[config.mk]
export PLATFORM = sky130hd
export DESIGN_NAME = dsg_deep_sleep_gate
export DESIGN_NICKNAME = d
export VERILOG_FILES = /design/src/hw/dsg_pkg.sv /design/src/hw/dsg_deep_sleep_gate.sv
export VERILOG_INCLUDE_DIRS = /design/src /design/src/hw
export SDC_FILE = /design/constraint.sdc
export NUM_CORES = 1
export LEC_CHECK = 0
export BUFFER_PORTS_ARGS = -buffer_cell sky130_fd_sc_hd__buf_2
export CAP_MARGIN = 15
export CORE_MARGIN = 5
export CORE_UTILIZATION = 39
export CTS_BUF_LIST = sky130_fd_sc_hd__clkbuf_16
export CTS_CLUSTER_SIZE = 40
export DETAILED_ROUTE_END_ITERATION = 10
export PLACE_DENSITY = 0.85
export SLEW_MARGIN = 20
export SYNTH_ARGS = -nofsm -noshare
export SYNTH_HDL_FRONTEND = slang
export SYNTH_SLANG_ARGS = --single-unit
[constraint.sdc]
create_clock -name clock -period 4.65 [get_ports clock]
set_clock_uncertainty 0.05 [all_clocks]
set_input_delay 1.395 -clock clock [delete_from_list [all_inputs] [get_ports clock]]
set_output_delay 1.395 -clock clock [all_outputs]
set_load 0.02 [all_outputs]
[src/hw/dsg_consts.svh]
// Constants for the deep-sleep clock gate register block
`ifndef DSG_CONSTS_SVH
`define DSG_CONSTS_SVH

// Register map
`define DSG_ADDR_W 12
`define DSG_REG_OFFSET 12'h120
`define DSG_DATA_W 32
`define DSG_RESET_VALUE 32'h00000040
`define DSG_RW_MASK 32'h01110348
`define DSG_ZERO_WORD 32'h00000000

// Field positions
`define DSG_BIT_CAN 24
`define DSG_BIT_PWM 20
`define DSG_BIT_ADC 16
`define DSG_BIT_HIBERNATION 6
`define DSG_BIT_WATCHDOG 3
`define DSG_RATE_HI 9
`define DSG_RATE_LO 8

// Unit indices within the gate vector
`define DSG_UNITS 5
`define DSG_UNIT_CAN 0
`define DSG_UNIT_PWM 1
`define DSG_UNIT_ADC 2
`define DSG_UNIT_HIBERNATION 3
`define DSG_UNIT_WATCHDOG 4

// Reset values of the fields and the default ADC rate ceiling
`define DSG_GATES_RESET 5'h08
`define DSG_RATE_RESET 2'h0
`define DSG_RATE_MAX 2'h3

`endif

[src/hw/dsg_pkg.sv]
// Types shared by the deep-sleep clock gate block
package dsg_pkg;

   typedef enum logic [1:0] {
      DSG_RATE_125K = 2'h0,
      DSG_RATE_250K = 2'h1,
      DSG_RATE_500K = 2'h2,
      DSG_RATE_1M = 2'h3
   } dsg_rate_t;

   // Register port request from software
   typedef struct packed {
      logic [11:0] addr;
      logic [31:0] wrData;
      logic wrStrobe;
      logic rdStrobe;
   } dsg_reg_req_t;

   // Access attempt towards one gated peripheral
   typedef struct packed {
      logic valid;
      logic [2:0] unit;
   } dsg_periph_req_t;

endpackage : dsg_pkg

[src/hw/dsg_deep_sleep_gate.sv]
// Deep-sleep clock gate register with peripheral clock enables and bus fault check
//
// How it works
// - Each enable bit drives one peripheral clock enable; clear stops that unit.
// - Access to a peripheral whose gated clock is off returns a bus fault.
// - Gate bits reset to zero unless noted; software enables needed units.
// - Whole register resets to 0x00000040, so the hibernation gate starts set.
// - Bit 24 is the read/write gate for the CAN unit clock.
// - Bit 20 gates the PWM clock; PWM accesses fault while unclocked.
// - Bit 16 gates the ADC clock; ADC accesses fault while unclocked.
// - Bits 9:8 select ADC rate: 3=1M, 2=500K, 1=250K, 0=125K.
// - A rate above the permitted maximum is clamped, never honoured.
// - Bit 6 is the read/write gate for the hibernation clock.
// - Bit 3 gates the watchdog clock; watchdog accesses fault while unclocked.
// - Reserved bits are read-only and read as zero.
// - These gates apply in deep sleep; other modes use the run or sleep gates.
//
// Added by the designer: the plain strobed port.
`timescale 1ns/100ps
`default_nettype none
`include "dsg_consts.svh"

module dsg_deep_sleep_gate #(
   parameter logic [1:0] MAX_ADC_RATE = `DSG_RATE_MAX
) (
   // Clock and reset
   input wire logic clock,
   input wire logic rst,

   // Register port
   input wire dsg_pkg::dsg_reg_req_t regReq,
   output logic [31:0] regRdData_q,

   // Power mode and gates of the other modes
   input wire logic deepSleep,
   input wire logic [4:0] otherModeGates,

   // Peripheral access check
   input wire dsg_pkg::dsg_periph_req_t periphReq,
   output logic busFault_q,
   output logic accessDone_q,

   // Clock enables and ADC rate
   output logic [4:0] unitClkEn_q,
   output dsg_pkg::dsg_rate_t adcRate_q
);
   import dsg_pkg::*;

   logic [4:0] gates_q;
   logic [4:0] gates_d;
   logic [1:0] rateReq;
   dsg_rate_t rate_d;
   logic [31:0] readWord;
   logic hit;
   logic wrHit;
   logic [4:0] unitClkEn_d;
   logic unitOn;

   assign hit = (regReq.addr == `DSG_REG_OFFSET);
   assign wrHit = regReq.wrStrobe && hit;

   // Gate bits taken from the write word
   always_comb begin
      gates_d = gates_q;
      if (wrHit) begin
         gates_d[`DSG_UNIT_CAN] = regReq.wrData[`DSG_BIT_CAN];
         gates_d[`DSG_UNIT_PWM] = regReq.wrData[`DSG_BIT_PWM];
         gates_d[`DSG_UNIT_ADC] = regReq.wrData[`DSG_BIT_ADC];
         gates_d[`DSG_UNIT_HIBERNATION] = regReq.wrData[`DSG_BIT_HIBERNATION];
         gates_d[`DSG_UNIT_WATCHDOG] = regReq.wrData[`DSG_BIT_WATCHDOG];
      end
   end

   // Rate field, clamped to the permitted maximum
   always_comb begin
      rateReq = regReq.wrData[`DSG_RATE_HI:`DSG_RATE_LO];
      rate_d = adcRate_q;
      if (wrHit) begin
         if (rateReq > MAX_ADC_RATE) begin
            rate_d = dsg_rate_t'(MAX_ADC_RATE);
         end else begin
            rate_d = dsg_rate_t'(rateReq);
         end
      end
   end

   // Stored fields; reserved bits have no storage
   always_ff @(posedge clock) begin
      if (rst) begin
         gates_q <= `DSG_GATES_RESET;
      end else begin
         gates_q <= gates_d;
      end
   end

   always_ff @(posedge clock) begin
      if (rst) begin
         adcRate_q <= dsg_rate_t'(`DSG_RATE_RESET);
      end else begin
         adcRate_q <= rate_d;
      end
   end

   // Read word assembled from the fields
   always_comb begin
      readWord = `DSG_ZERO_WORD;
      readWord[`DSG_BIT_CAN] = gates_q[`DSG_UNIT_CAN];
      readWord[`DSG_BIT_PWM] = gates_q[`DSG_UNIT_PWM];
      readWord[`DSG_BIT_ADC] = gates_q[`DSG_UNIT_ADC];
      readWord[`DSG_BIT_HIBERNATION] = gates_q[`DSG_UNIT_HIBERNATION];
      readWord[`DSG_BIT_WATCHDOG] = gates_q[`DSG_UNIT_WATCHDOG];
      readWord[`DSG_RATE_HI:`DSG_RATE_LO] = adcRate_q;
   end

   // Read data stands for one cycle only; unmapped reads give zero
   always_ff @(posedge clock) begin
      if (rst) begin
         regRdData_q <= `DSG_ZERO_WORD;
      end else if (regReq.rdStrobe && hit) begin
         regRdData_q <= readWord;
      end else begin
         regRdData_q <= `DSG_ZERO_WORD;
      end
   end

   // Mode select of each unit clock
   genvar u;
   generate
      for (u = 0; u < `DSG_UNITS; u = u + 1) begin : g_unit
         assign unitClkEn_d[u] = deepSleep ? gates_q[u] : otherModeGates[u];
      end
   endgenerate

   always_ff @(posedge clock) begin
      if (rst) begin
         unitClkEn_q <= `DSG_GATES_RESET;
      end else begin
         unitClkEn_q <= unitClkEn_d;
      end
   end

   // Access check against the clock as it stands now
   always_comb begin
      unitOn = 1'b0;
      if (periphReq.unit < 3'(`DSG_UNITS)) begin
         unitOn = unitClkEn_q[periphReq.unit];
      end
   end

   always_ff @(posedge clock) begin
      if (rst) begin
         busFault_q <= 1'b0;
      end else begin
         busFault_q <= periphReq.valid && !unitOn;
      end
   end

   always_ff @(posedge clock) begin
      if (rst) begin
         accessDone_q <= 1'b0;
      end else begin
         accessDone_q <= periphReq.valid && unitOn;
      end
   end

   // Checks

   a_reset_value: assert property (
      @(posedge clock) rst |=> (readWord == `DSG_RESET_VALUE)
   ) else $error("register did not come out of reset with its reset word");

   a_reset_gates: assert property (
      @(posedge clock) rst |=>
         (unitClkEn_q == `DSG_GATES_RESET) && !busFault_q && !accessDone_q
   ) else $error("outputs wrong after reset");

   a_reserved_zero: assert property (
      @(posedge clock) disable iff (rst)
      (regRdData_q & ~`DSG_RW_MASK) == `DSG_ZERO_WORD
   ) else $error("reserved bit read as one");

   a_write_readback: assert property (
      @(posedge clock) disable iff (rst)
      (wrHit && regReq.wrData[`DSG_RATE_HI:`DSG_RATE_LO] <= MAX_ADC_RATE)
      ##1 (regReq.rdStrobe && hit) |=>
         regRdData_q == ($past(regReq.wrData, 2) & `DSG_RW_MASK)
   ) else $error("read did not return written fields");

   a_read_one_cycle: assert property (
      @(posedge clock) disable iff (rst)
      !regReq.rdStrobe |=> regRdData_q == `DSG_ZERO_WORD
   ) else $error("read data stood without a read");

   a_rate_clamp: assert property (
      @(posedge clock) disable iff (rst)
      wrHit && (regReq.wrData[`DSG_RATE_HI:`DSG_RATE_LO] > MAX_ADC_RATE)
      |=> adcRate_q == dsg_rate_t'(MAX_ADC_RATE)
   ) else $error("rate above maximum was honoured");

   a_rate_write: assert property (
      @(posedge clock) disable iff (rst)
      wrHit && (regReq.wrData[`DSG_RATE_HI:`DSG_RATE_LO] <= MAX_ADC_RATE)
      |=> adcRate_q == $past(regReq.wrData[`DSG_RATE_HI:`DSG_RATE_LO])
   ) else $error("rate field not stored");

   a_pwm_gate: assert property (
      @(posedge clock) disable iff (rst)
      wrHit && deepSleep ##1 deepSleep |=>
         unitClkEn_q[`DSG_UNIT_PWM] == $past(regReq.wrData[`DSG_BIT_PWM], 2)
   ) else $error("PWM clock enable does not follow its gate bit");

   a_watchdog_gate: assert property (
      @(posedge clock) disable iff (rst)
      wrHit && deepSleep ##1 deepSleep |=>
         unitClkEn_q[`DSG_UNIT_WATCHDOG] == $past(regReq.wrData[`DSG_BIT_WATCHDOG], 2)
   ) else $error("watchdog clock enable does not follow its gate bit");

   a_other_mode: assert property (
      @(posedge clock) disable iff (rst)
      !deepSleep |=> unitClkEn_q == $past(otherModeGates)
   ) else $error("outside deep sleep the other mode gates were ignored");

   a_fault_off: assert property (
      @(posedge clock) disable iff (rst)
      periphReq.valid && (periphReq.unit < 3'(`DSG_UNITS))
      && !unitClkEn_q[periphReq.unit] |=> busFault_q && !accessDone_q
   ) else $error("access to unclocked unit did not fault");

   a_pass_on: assert property (
      @(posedge clock) disable iff (rst)
      periphReq.valid && (periphReq.unit < 3'(`DSG_UNITS))
      && unitClkEn_q[periphReq.unit] |=> !busFault_q && accessDone_q
   ) else $error("access to clocked unit did not complete");

   a_idle_quiet: assert property (
      @(posedge clock) disable iff (rst)
      !periphReq.valid |=> !busFault_q && !accessDone_q
   ) else $error("answer without an access");

   // Register path checks
   a_reset_rate: assert property (
      @(posedge clock) rst |=>
         (adcRate_q == dsg_rate_t'(`DSG_RATE_RESET)) && (regRdData_q == `DSG_ZERO_WORD)
   ) else $error("rate or read data wrong after reset");

   a_field_map: assert property (
      @(posedge clock) disable iff (rst)
      (readWord & ~`DSG_RW_MASK) == `DSG_ZERO_WORD
   ) else $error("reserved bit held a value");

   a_read_data: assert property (
      @(posedge clock) disable iff (rst)
      regReq.rdStrobe && hit |=> regRdData_q == $past(readWord)
   ) else $error("read did not return the stored word");

   a_unmapped_read: assert property (
      @(posedge clock) disable iff (rst)
      regReq.rdStrobe && !hit |=> regRdData_q == `DSG_ZERO_WORD
   ) else $error("unmapped read returned a value");

   a_write_no_read: assert property (
      @(posedge clock) disable iff (rst)
      regReq.wrStrobe |=> regRdData_q == `DSG_ZERO_WORD
   ) else $error("read data appeared after a write");

   a_unmapped_write: assert property (
      @(posedge clock) disable iff (rst)
      regReq.wrStrobe && !hit |=> readWord == $past(readWord)
   ) else $error("unmapped write changed the register");

   a_gates_hold: assert property (
      @(posedge clock) disable iff (rst)
      !wrHit |=> gates_q == $past(gates_q)
   ) else $error("gate bits changed without a write");

   a_rate_hold: assert property (
      @(posedge clock) disable iff (rst)
      !wrHit |=> adcRate_q == $past(adcRate_q)
   ) else $error("rate changed without a write");

   a_rate_range: assert property (
      @(posedge clock) disable iff (rst)
      adcRate_q <= MAX_ADC_RATE
   ) else $error("rate above the permitted maximum");

   // Clock enable checks
   a_can_gate: assert property (
      @(posedge clock) disable iff (rst)
      wrHit && deepSleep ##1 deepSleep |=>
         unitClkEn_q[`DSG_UNIT_CAN] == $past(regReq.wrData[`DSG_BIT_CAN], 2)
   ) else $error("CAN clock enable does not follow its gate bit");

   a_adc_gate: assert property (
      @(posedge clock) disable iff (rst)
      wrHit && deepSleep ##1 deepSleep |=>
         unitClkEn_q[`DSG_UNIT_ADC] == $past(regReq.wrData[`DSG_BIT_ADC], 2)
   ) else $error("ADC clock enable does not follow its gate bit");

   a_hibernation_gate: assert property (
      @(posedge clock) disable iff (rst)
      wrHit && deepSleep ##1 deepSleep |=>
         unitClkEn_q[`DSG_UNIT_HIBERNATION] == $past(regReq.wrData[`DSG_BIT_HIBERNATION], 2)
   ) else $error("hibernation clock enable does not follow its gate bit");

   a_enable_deep: assert property (
      @(posedge clock) disable iff (rst)
      deepSleep |=> unitClkEn_q == $past(gates_q)
   ) else $error("deep sleep enables do not follow the gate bits");

   // Access answer checks
   a_fault_range: assert property (
      @(posedge clock) disable iff (rst)
      periphReq.valid && (periphReq.unit >= 3'(`DSG_UNITS)) |=> busFault_q
   ) else $error("access to an unknown unit did not fault");

   a_done_range: assert property (
      @(posedge clock) disable iff (rst)
      periphReq.valid && (periphReq.unit >= 3'(`DSG_UNITS)) |=> !accessDone_q
   ) else $error("access to an unknown unit completed");

   a_answer_onehot: assert property (
      @(posedge clock) disable iff (rst)
      !(busFault_q && accessDone_q)
   ) else $error("fault and completion at once");

   a_fault_pwm: assert property (
      @(posedge clock) disable iff (rst)
      periphReq.valid && (periphReq.unit == 3'(`DSG_UNIT_PWM))
      && !unitClkEn_q[`DSG_UNIT_PWM] |=> busFault_q
   ) else $error("PWM access while unclocked did not fault");

   a_fault_adc: assert property (
      @(posedge clock) disable iff (rst)
      periphReq.valid && (periphReq.unit == 3'(`DSG_UNIT_ADC))
      && !unitClkEn_q[`DSG_UNIT_ADC] |=> busFault_q
   ) else $error("ADC access while unclocked did not fault");

   a_fault_watchdog: assert property (
      @(posedge clock) disable iff (rst)
      periphReq.valid && (periphReq.unit == 3'(`DSG_UNIT_WATCHDOG))
      && !unitClkEn_q[`DSG_UNIT_WATCHDOG] |=> busFault_q
   ) else $error("watchdog access while unclocked did not fault");

endmodule : dsg_deep_sleep_gate

`default_nettype wire

; ---- Word-level counts from Yosys, hierarchy flattened
; Cells that the tools add are included.
; W data, S select, Z words.
[word_totals]
input_bits = 58
output_inout_bits = 41
reg_bits = 46
word_cells = 27
[classes]
eq_ne = 1
n_bitwise = 1
reduce_logical = 6
n_mux = 9
magnitude_cmp = 3
[ops]
columns = operator, n
row1 = $eq A12 B9 Y1 const B, 1
row2 = $mux W1, 7
row3 = $logic_and A1 B1 Y1, 4
row4 = $lt A3 B4 Y1 const B, 1
row5 = $bmux W1 S3, 1
row6 = $lt A3 B3 Y1 const B, 1
row7 = $gt A2 B2 Y1 const B, 1
row8 = $mux W2, 1
row9 = $reduce_or A2 Y1, 1
row10 = $logic_not A1 Y1, 1
row11 = $not A1 Y1, 1

; ---- Longest topological paths before layout
[logic_depth]
ltp_word = 5
mapped_depth = 3
mapped_depth_nobuf = 3

; ---- Worst setup path after synthesis
; Ideal clock, no wire load.
[synth_path]
kind = input to register
startpoint = in regReq[38] (netlist name)
endpoint = reg adcRate_q[0]
setup_ns = 0.072
setup_slack_ns = 1.831
t_required_ns = 4.528
path_stages = 3
path_buffers = 0
t_arrival_ns = 2.697
cell_sequence = or4b_1 nor4_4 mux2i_1
[synth_via]
elab_chain_len = 2
[synth_lines]
columns = item, line_no
row1 = "start, declared", dsg_deep_sleep_gate.sv:31  ; input wire dsg_pkg::dsg_reg_req_t regReq,
row2 = $eq A12 B9 Y1 (no source line), -
row3 = $logic_and A1 B1 Y1, dsg_deep_sleep_gate.sv:60  ; assign wrHit = regReq.wrStrobe && hit;
row4 = "end signal, assigned", dsg_deep_sleep_gate.sv:98  ; adcRate_q <= dsg_rate_t'(`DSG_RATE_RESET);
row5 = "end signal, assigned", dsg_deep_sleep_gate.sv:100  ; adcRate_q <= rate_d;
row6 = "end, declared", dsg_deep_sleep_gate.sv:45  ; output dsg_pkg::dsg_rate_t adcRate_q
; No other way between the ends.
; A chain may end at the register's enable or synchronous reset.

; ---- Worst setup path after layout
[layout_path]
startpoint = in regReq[38] (netlist name)
endpoint = reg gates_q[2]
[layout_via]
elab_chain_len = 2
[layout_lines]
columns = item, line_no
row1 = $eq A12 B9 Y1 (no source line), -
row2 = $logic_and A1 B1 Y1, dsg_deep_sleep_gate.sv:60
row3 = "end signal, assigned", dsg_deep_sleep_gate.sv:90  ; gates_q <= `DSG_GATES_RESET;
row4 = "end signal, assigned", dsg_deep_sleep_gate.sv:92  ; gates_q <= gates_d;
row5 = "end, declared", dsg_deep_sleep_gate.sv:49  ; logic [4:0] gates_q;
; No other way between the ends.

==> run metrics <==
Period minus WS final=2.81 ns; Storage cell area=420 um^2; placed cell areas=1210 um^2; vias in the first global route=753; Critical Path Slowest Stage Cell=or4b_1; Layout Cells excl Fill=184; Post-Synth Simple-Gate Area=23.5%; Hold Vio Cnt, Final=0; Max Cap Viol=0; status=finished clean; DIE AREA=3800 um^2; via-per-instance ratio=4.34; Psw=99.4 uW; IO Port Bufs=48; Startpoint Class=primary input; Clk pwr share=43.1%; Synth Register Bits=21; die height=61.6 um; io pins=99; Post-CTS Setup Inserts=0; RSZ-0062 raised after global routing=no; drt pass-1 iters=4; Post-CTS Hold Buffers=0; DRT iter0 DRCs=24; TritonCTS Buffers=3; XOR/XNOR share of the synthesized area=0%; H-tree levels=1; Sw Share=23.9%; WS Path Type=in2reg; row cnt=18; drt wl/cell=11.2 um; Syn Std Cell Area=1040 um^2; sequential fraction of the synthesis area=40.4%; width of the chip=61.6 um; cell internal pwr=316 uW; pin count of the biggest net entering global routing=24; clk root buf=clkbuf_16; slowest stage delay, CP=0.59 ns; PD cells=323 nW/um^2; mux share of post-synthesis cell area=12.5%; first-pass GRT wire length=3070 um; post-layout instance area=1290 um^2; CORE AREA=2520 um^2; Diodes inserted=0; setup violators final=0; Slew Viols, Final=0; Seq pwr share=44.2%; CTS tree=yes; Routed WL=2060 um; Min-Delay Path Class=reg2reg; Residual DRC=0; post-synth cell types=22; dpl cells=180; share of post-route cells with drive strength above 1=36.4%; YS warnings=0; leakage=0.646 nW; footprint of the multi-input gates=499 um^2; worst endpoint required time=4.78 ns; Slew headroom=56.2%; VDD IR max=0.225 mV; initial antenna violation count=0; GRT overflow=0; crit path cell chain=buf_2, or4b_1, nor4_4, mux2i_1; Layout area overhead=23.9%; Slew @ Worst Pin=0.651 ns; # clock sinks=21; Filler cells=252; max frequency=0.356 GHz; Nets=213; Synth Area in Compound Gates=3.01%; Syn Inst Count=106; CP arrival=2.94 ns; Max FO, Critical Path=7; Routed Antenna Nets=0; Clock transition at path regs=0.06 ns; post-CTS resize count=0; routed vias=798; share of total power in combinational logic=12.7%; Avg Cell Area, Syn=9.81 um^2; adder-cell share of the synthesized area=0%; initial core utilization=41.2%; worst path bufs/invs=1; clock buffer depth=2; GRT Overall Usage=11.0%; GPL Wtd Cong=0.675; CP delay by family, top=simple AND/OR/NAND/NOR gates; final cycle utilization of the critical path=60.4%; setup_tns=0 ns; Crit. End Element=flip-flop; largest family of logic cells by synthesized area=simple AND/OR/NAND/NOR gates; Clk Latency, worst-skew pair=0.25 ns
==> sequential cells by signal, indices dropped and copies added (netlist names) <==
name,cells
accessDone_q,1
regRdData_q,7
unitClkEn_q,5
busFault_q,1
adcRate_q,2
gates_q,5
==> per-layer routing <==
| layer | vias up | global-route usage, % | wire length, um | share of wire (%) |
|---|---|---|---|---|
| met5 | - | 0 | 0 | 0 |
| met3 | 5 | 3.14 | 355 | 17 |
| li1 | 395 | - | - | - |
| met4 | 0 | 5.45 | 37 | 1.8 |
| met1 | 339 | 13.0 | 768 | 37 |
| met2 | 59 | 18.1 | 894 | 44 |
==> power groups by stage <==
| stage | clock network [mW] | registers (mW) | logic, mW |
|---|---|---|---|
| final | 0.179 | 0.184 | 0.0529 |
| after global placement | 0 | 0.188 | 0.0519 |
| after floorplan | 0 | 0.191 | 0.0473 |
| after global routing | 0.190 | 0.184 | 0.0583 |
| after CTS | 0.182 | 0.184 | 0.0528 |
| after detailed placement | 0 | 0.188 | 0.0527 |
==> final cells by class <==
class,instances,share of cell area [%]
Tap cell,30,2.91
Clock buffer,3,5.83
Sequential cell,21,32.6
Inverter,3,0.874
Multi-Input combinational cell,78,38.7
Timing Repair Buffer,48,18.6
Clock inverter,1,0.388
==> path summary, 6_finish.rpt <==
kind | startpoint | slack [ns] | to | cells after the start
setup reg to reg | unitClkEn_q[3] | 3.57 | busFault_q | 3
setup / recovery | regReq[38] | 1.84 | gates_q[2] | 4
hold / removal | adcRate_q[1] | 0.43 | adcRate_q[1] | 2
hold reg to reg | adcRate_q[1] | 0.43 | adcRate_q[1] | 2
==> placed cells by master, fill, tap and decap left out, types with 2 or more instances in the layout <==
| cell | instances |
|---|---|
| buf_2 | 48 |
| conb_1 | 25 |
| dfxtp_1 | 21 |
| nand2b_1 | 13 |
| mux2i_1 | 13 |
| and2_1 | 7 |
| nor2_1 | 6 |
| clkbuf_16 | 3 |
| or4_1 | 2 |
| inv_1 | 2 |
| nor3_1 | 2 |
==> synth_stat cells, drive strengths merged <==
cell type,instances,area (um^2)
a2111oi,1,8.76
a211o,1,8.76
nor4,2,33.8
nor2b,1,6.26
o21ai,1,5.00
nor2,6,22.5
or4,2,15.0
nand2b,13,81.3
and2,7,43.8
nand3b,1,7.51
conb,1,3.75
o2bb2ai,1,8.76
dfxtp,21,420
or4b,2,23.8
mux2i,13,130
inv,3,11.3
buf,25,188
clkbuf,3,11.3
nor3,2,10.0
==> metrics by stage <==
| step | worst slack [ns] | hold slack (ns) | total power, mW | util, % |
|---|---|---|---|---|
| final | 1.84 | 0.430 | 0.416 | 51.1 |
| after global routing | 1.74 | 0.451 | 0.432 | 51.1 |
| after CTS | 1.81 | 0.434 | 0.418 | 51.1 |
| after global placement | 1.59 | 0.421 | 0.239 | 47.9 |
| after detailed placement | 1.57 | 0.419 | 0.240 | 47.9 |
| after floorplan | 1.83 | 0.401 | 0.238 | - |
==> worst reg2reg max path: cells and delay by family (launching register included) <==
| family | cells | cell delay (ns) |
|---|---|---|
| compound gates | 1 | 0.34 |
| flops | 1 | 0.31 |
| mux | 1 | 0.20 |
| simple gates | 1 | 0.07 |
==> cells by family after synthesis <==
logic type | count (synthesis)
AND/OR/NAND/NOR | 36
multiplexers | 13
flip-flops | 21
buffers and inverters | 31
AO/OA/AOI/OAI | 4
other | 1
Note: power is estimated with default switching activity, not from simulation.
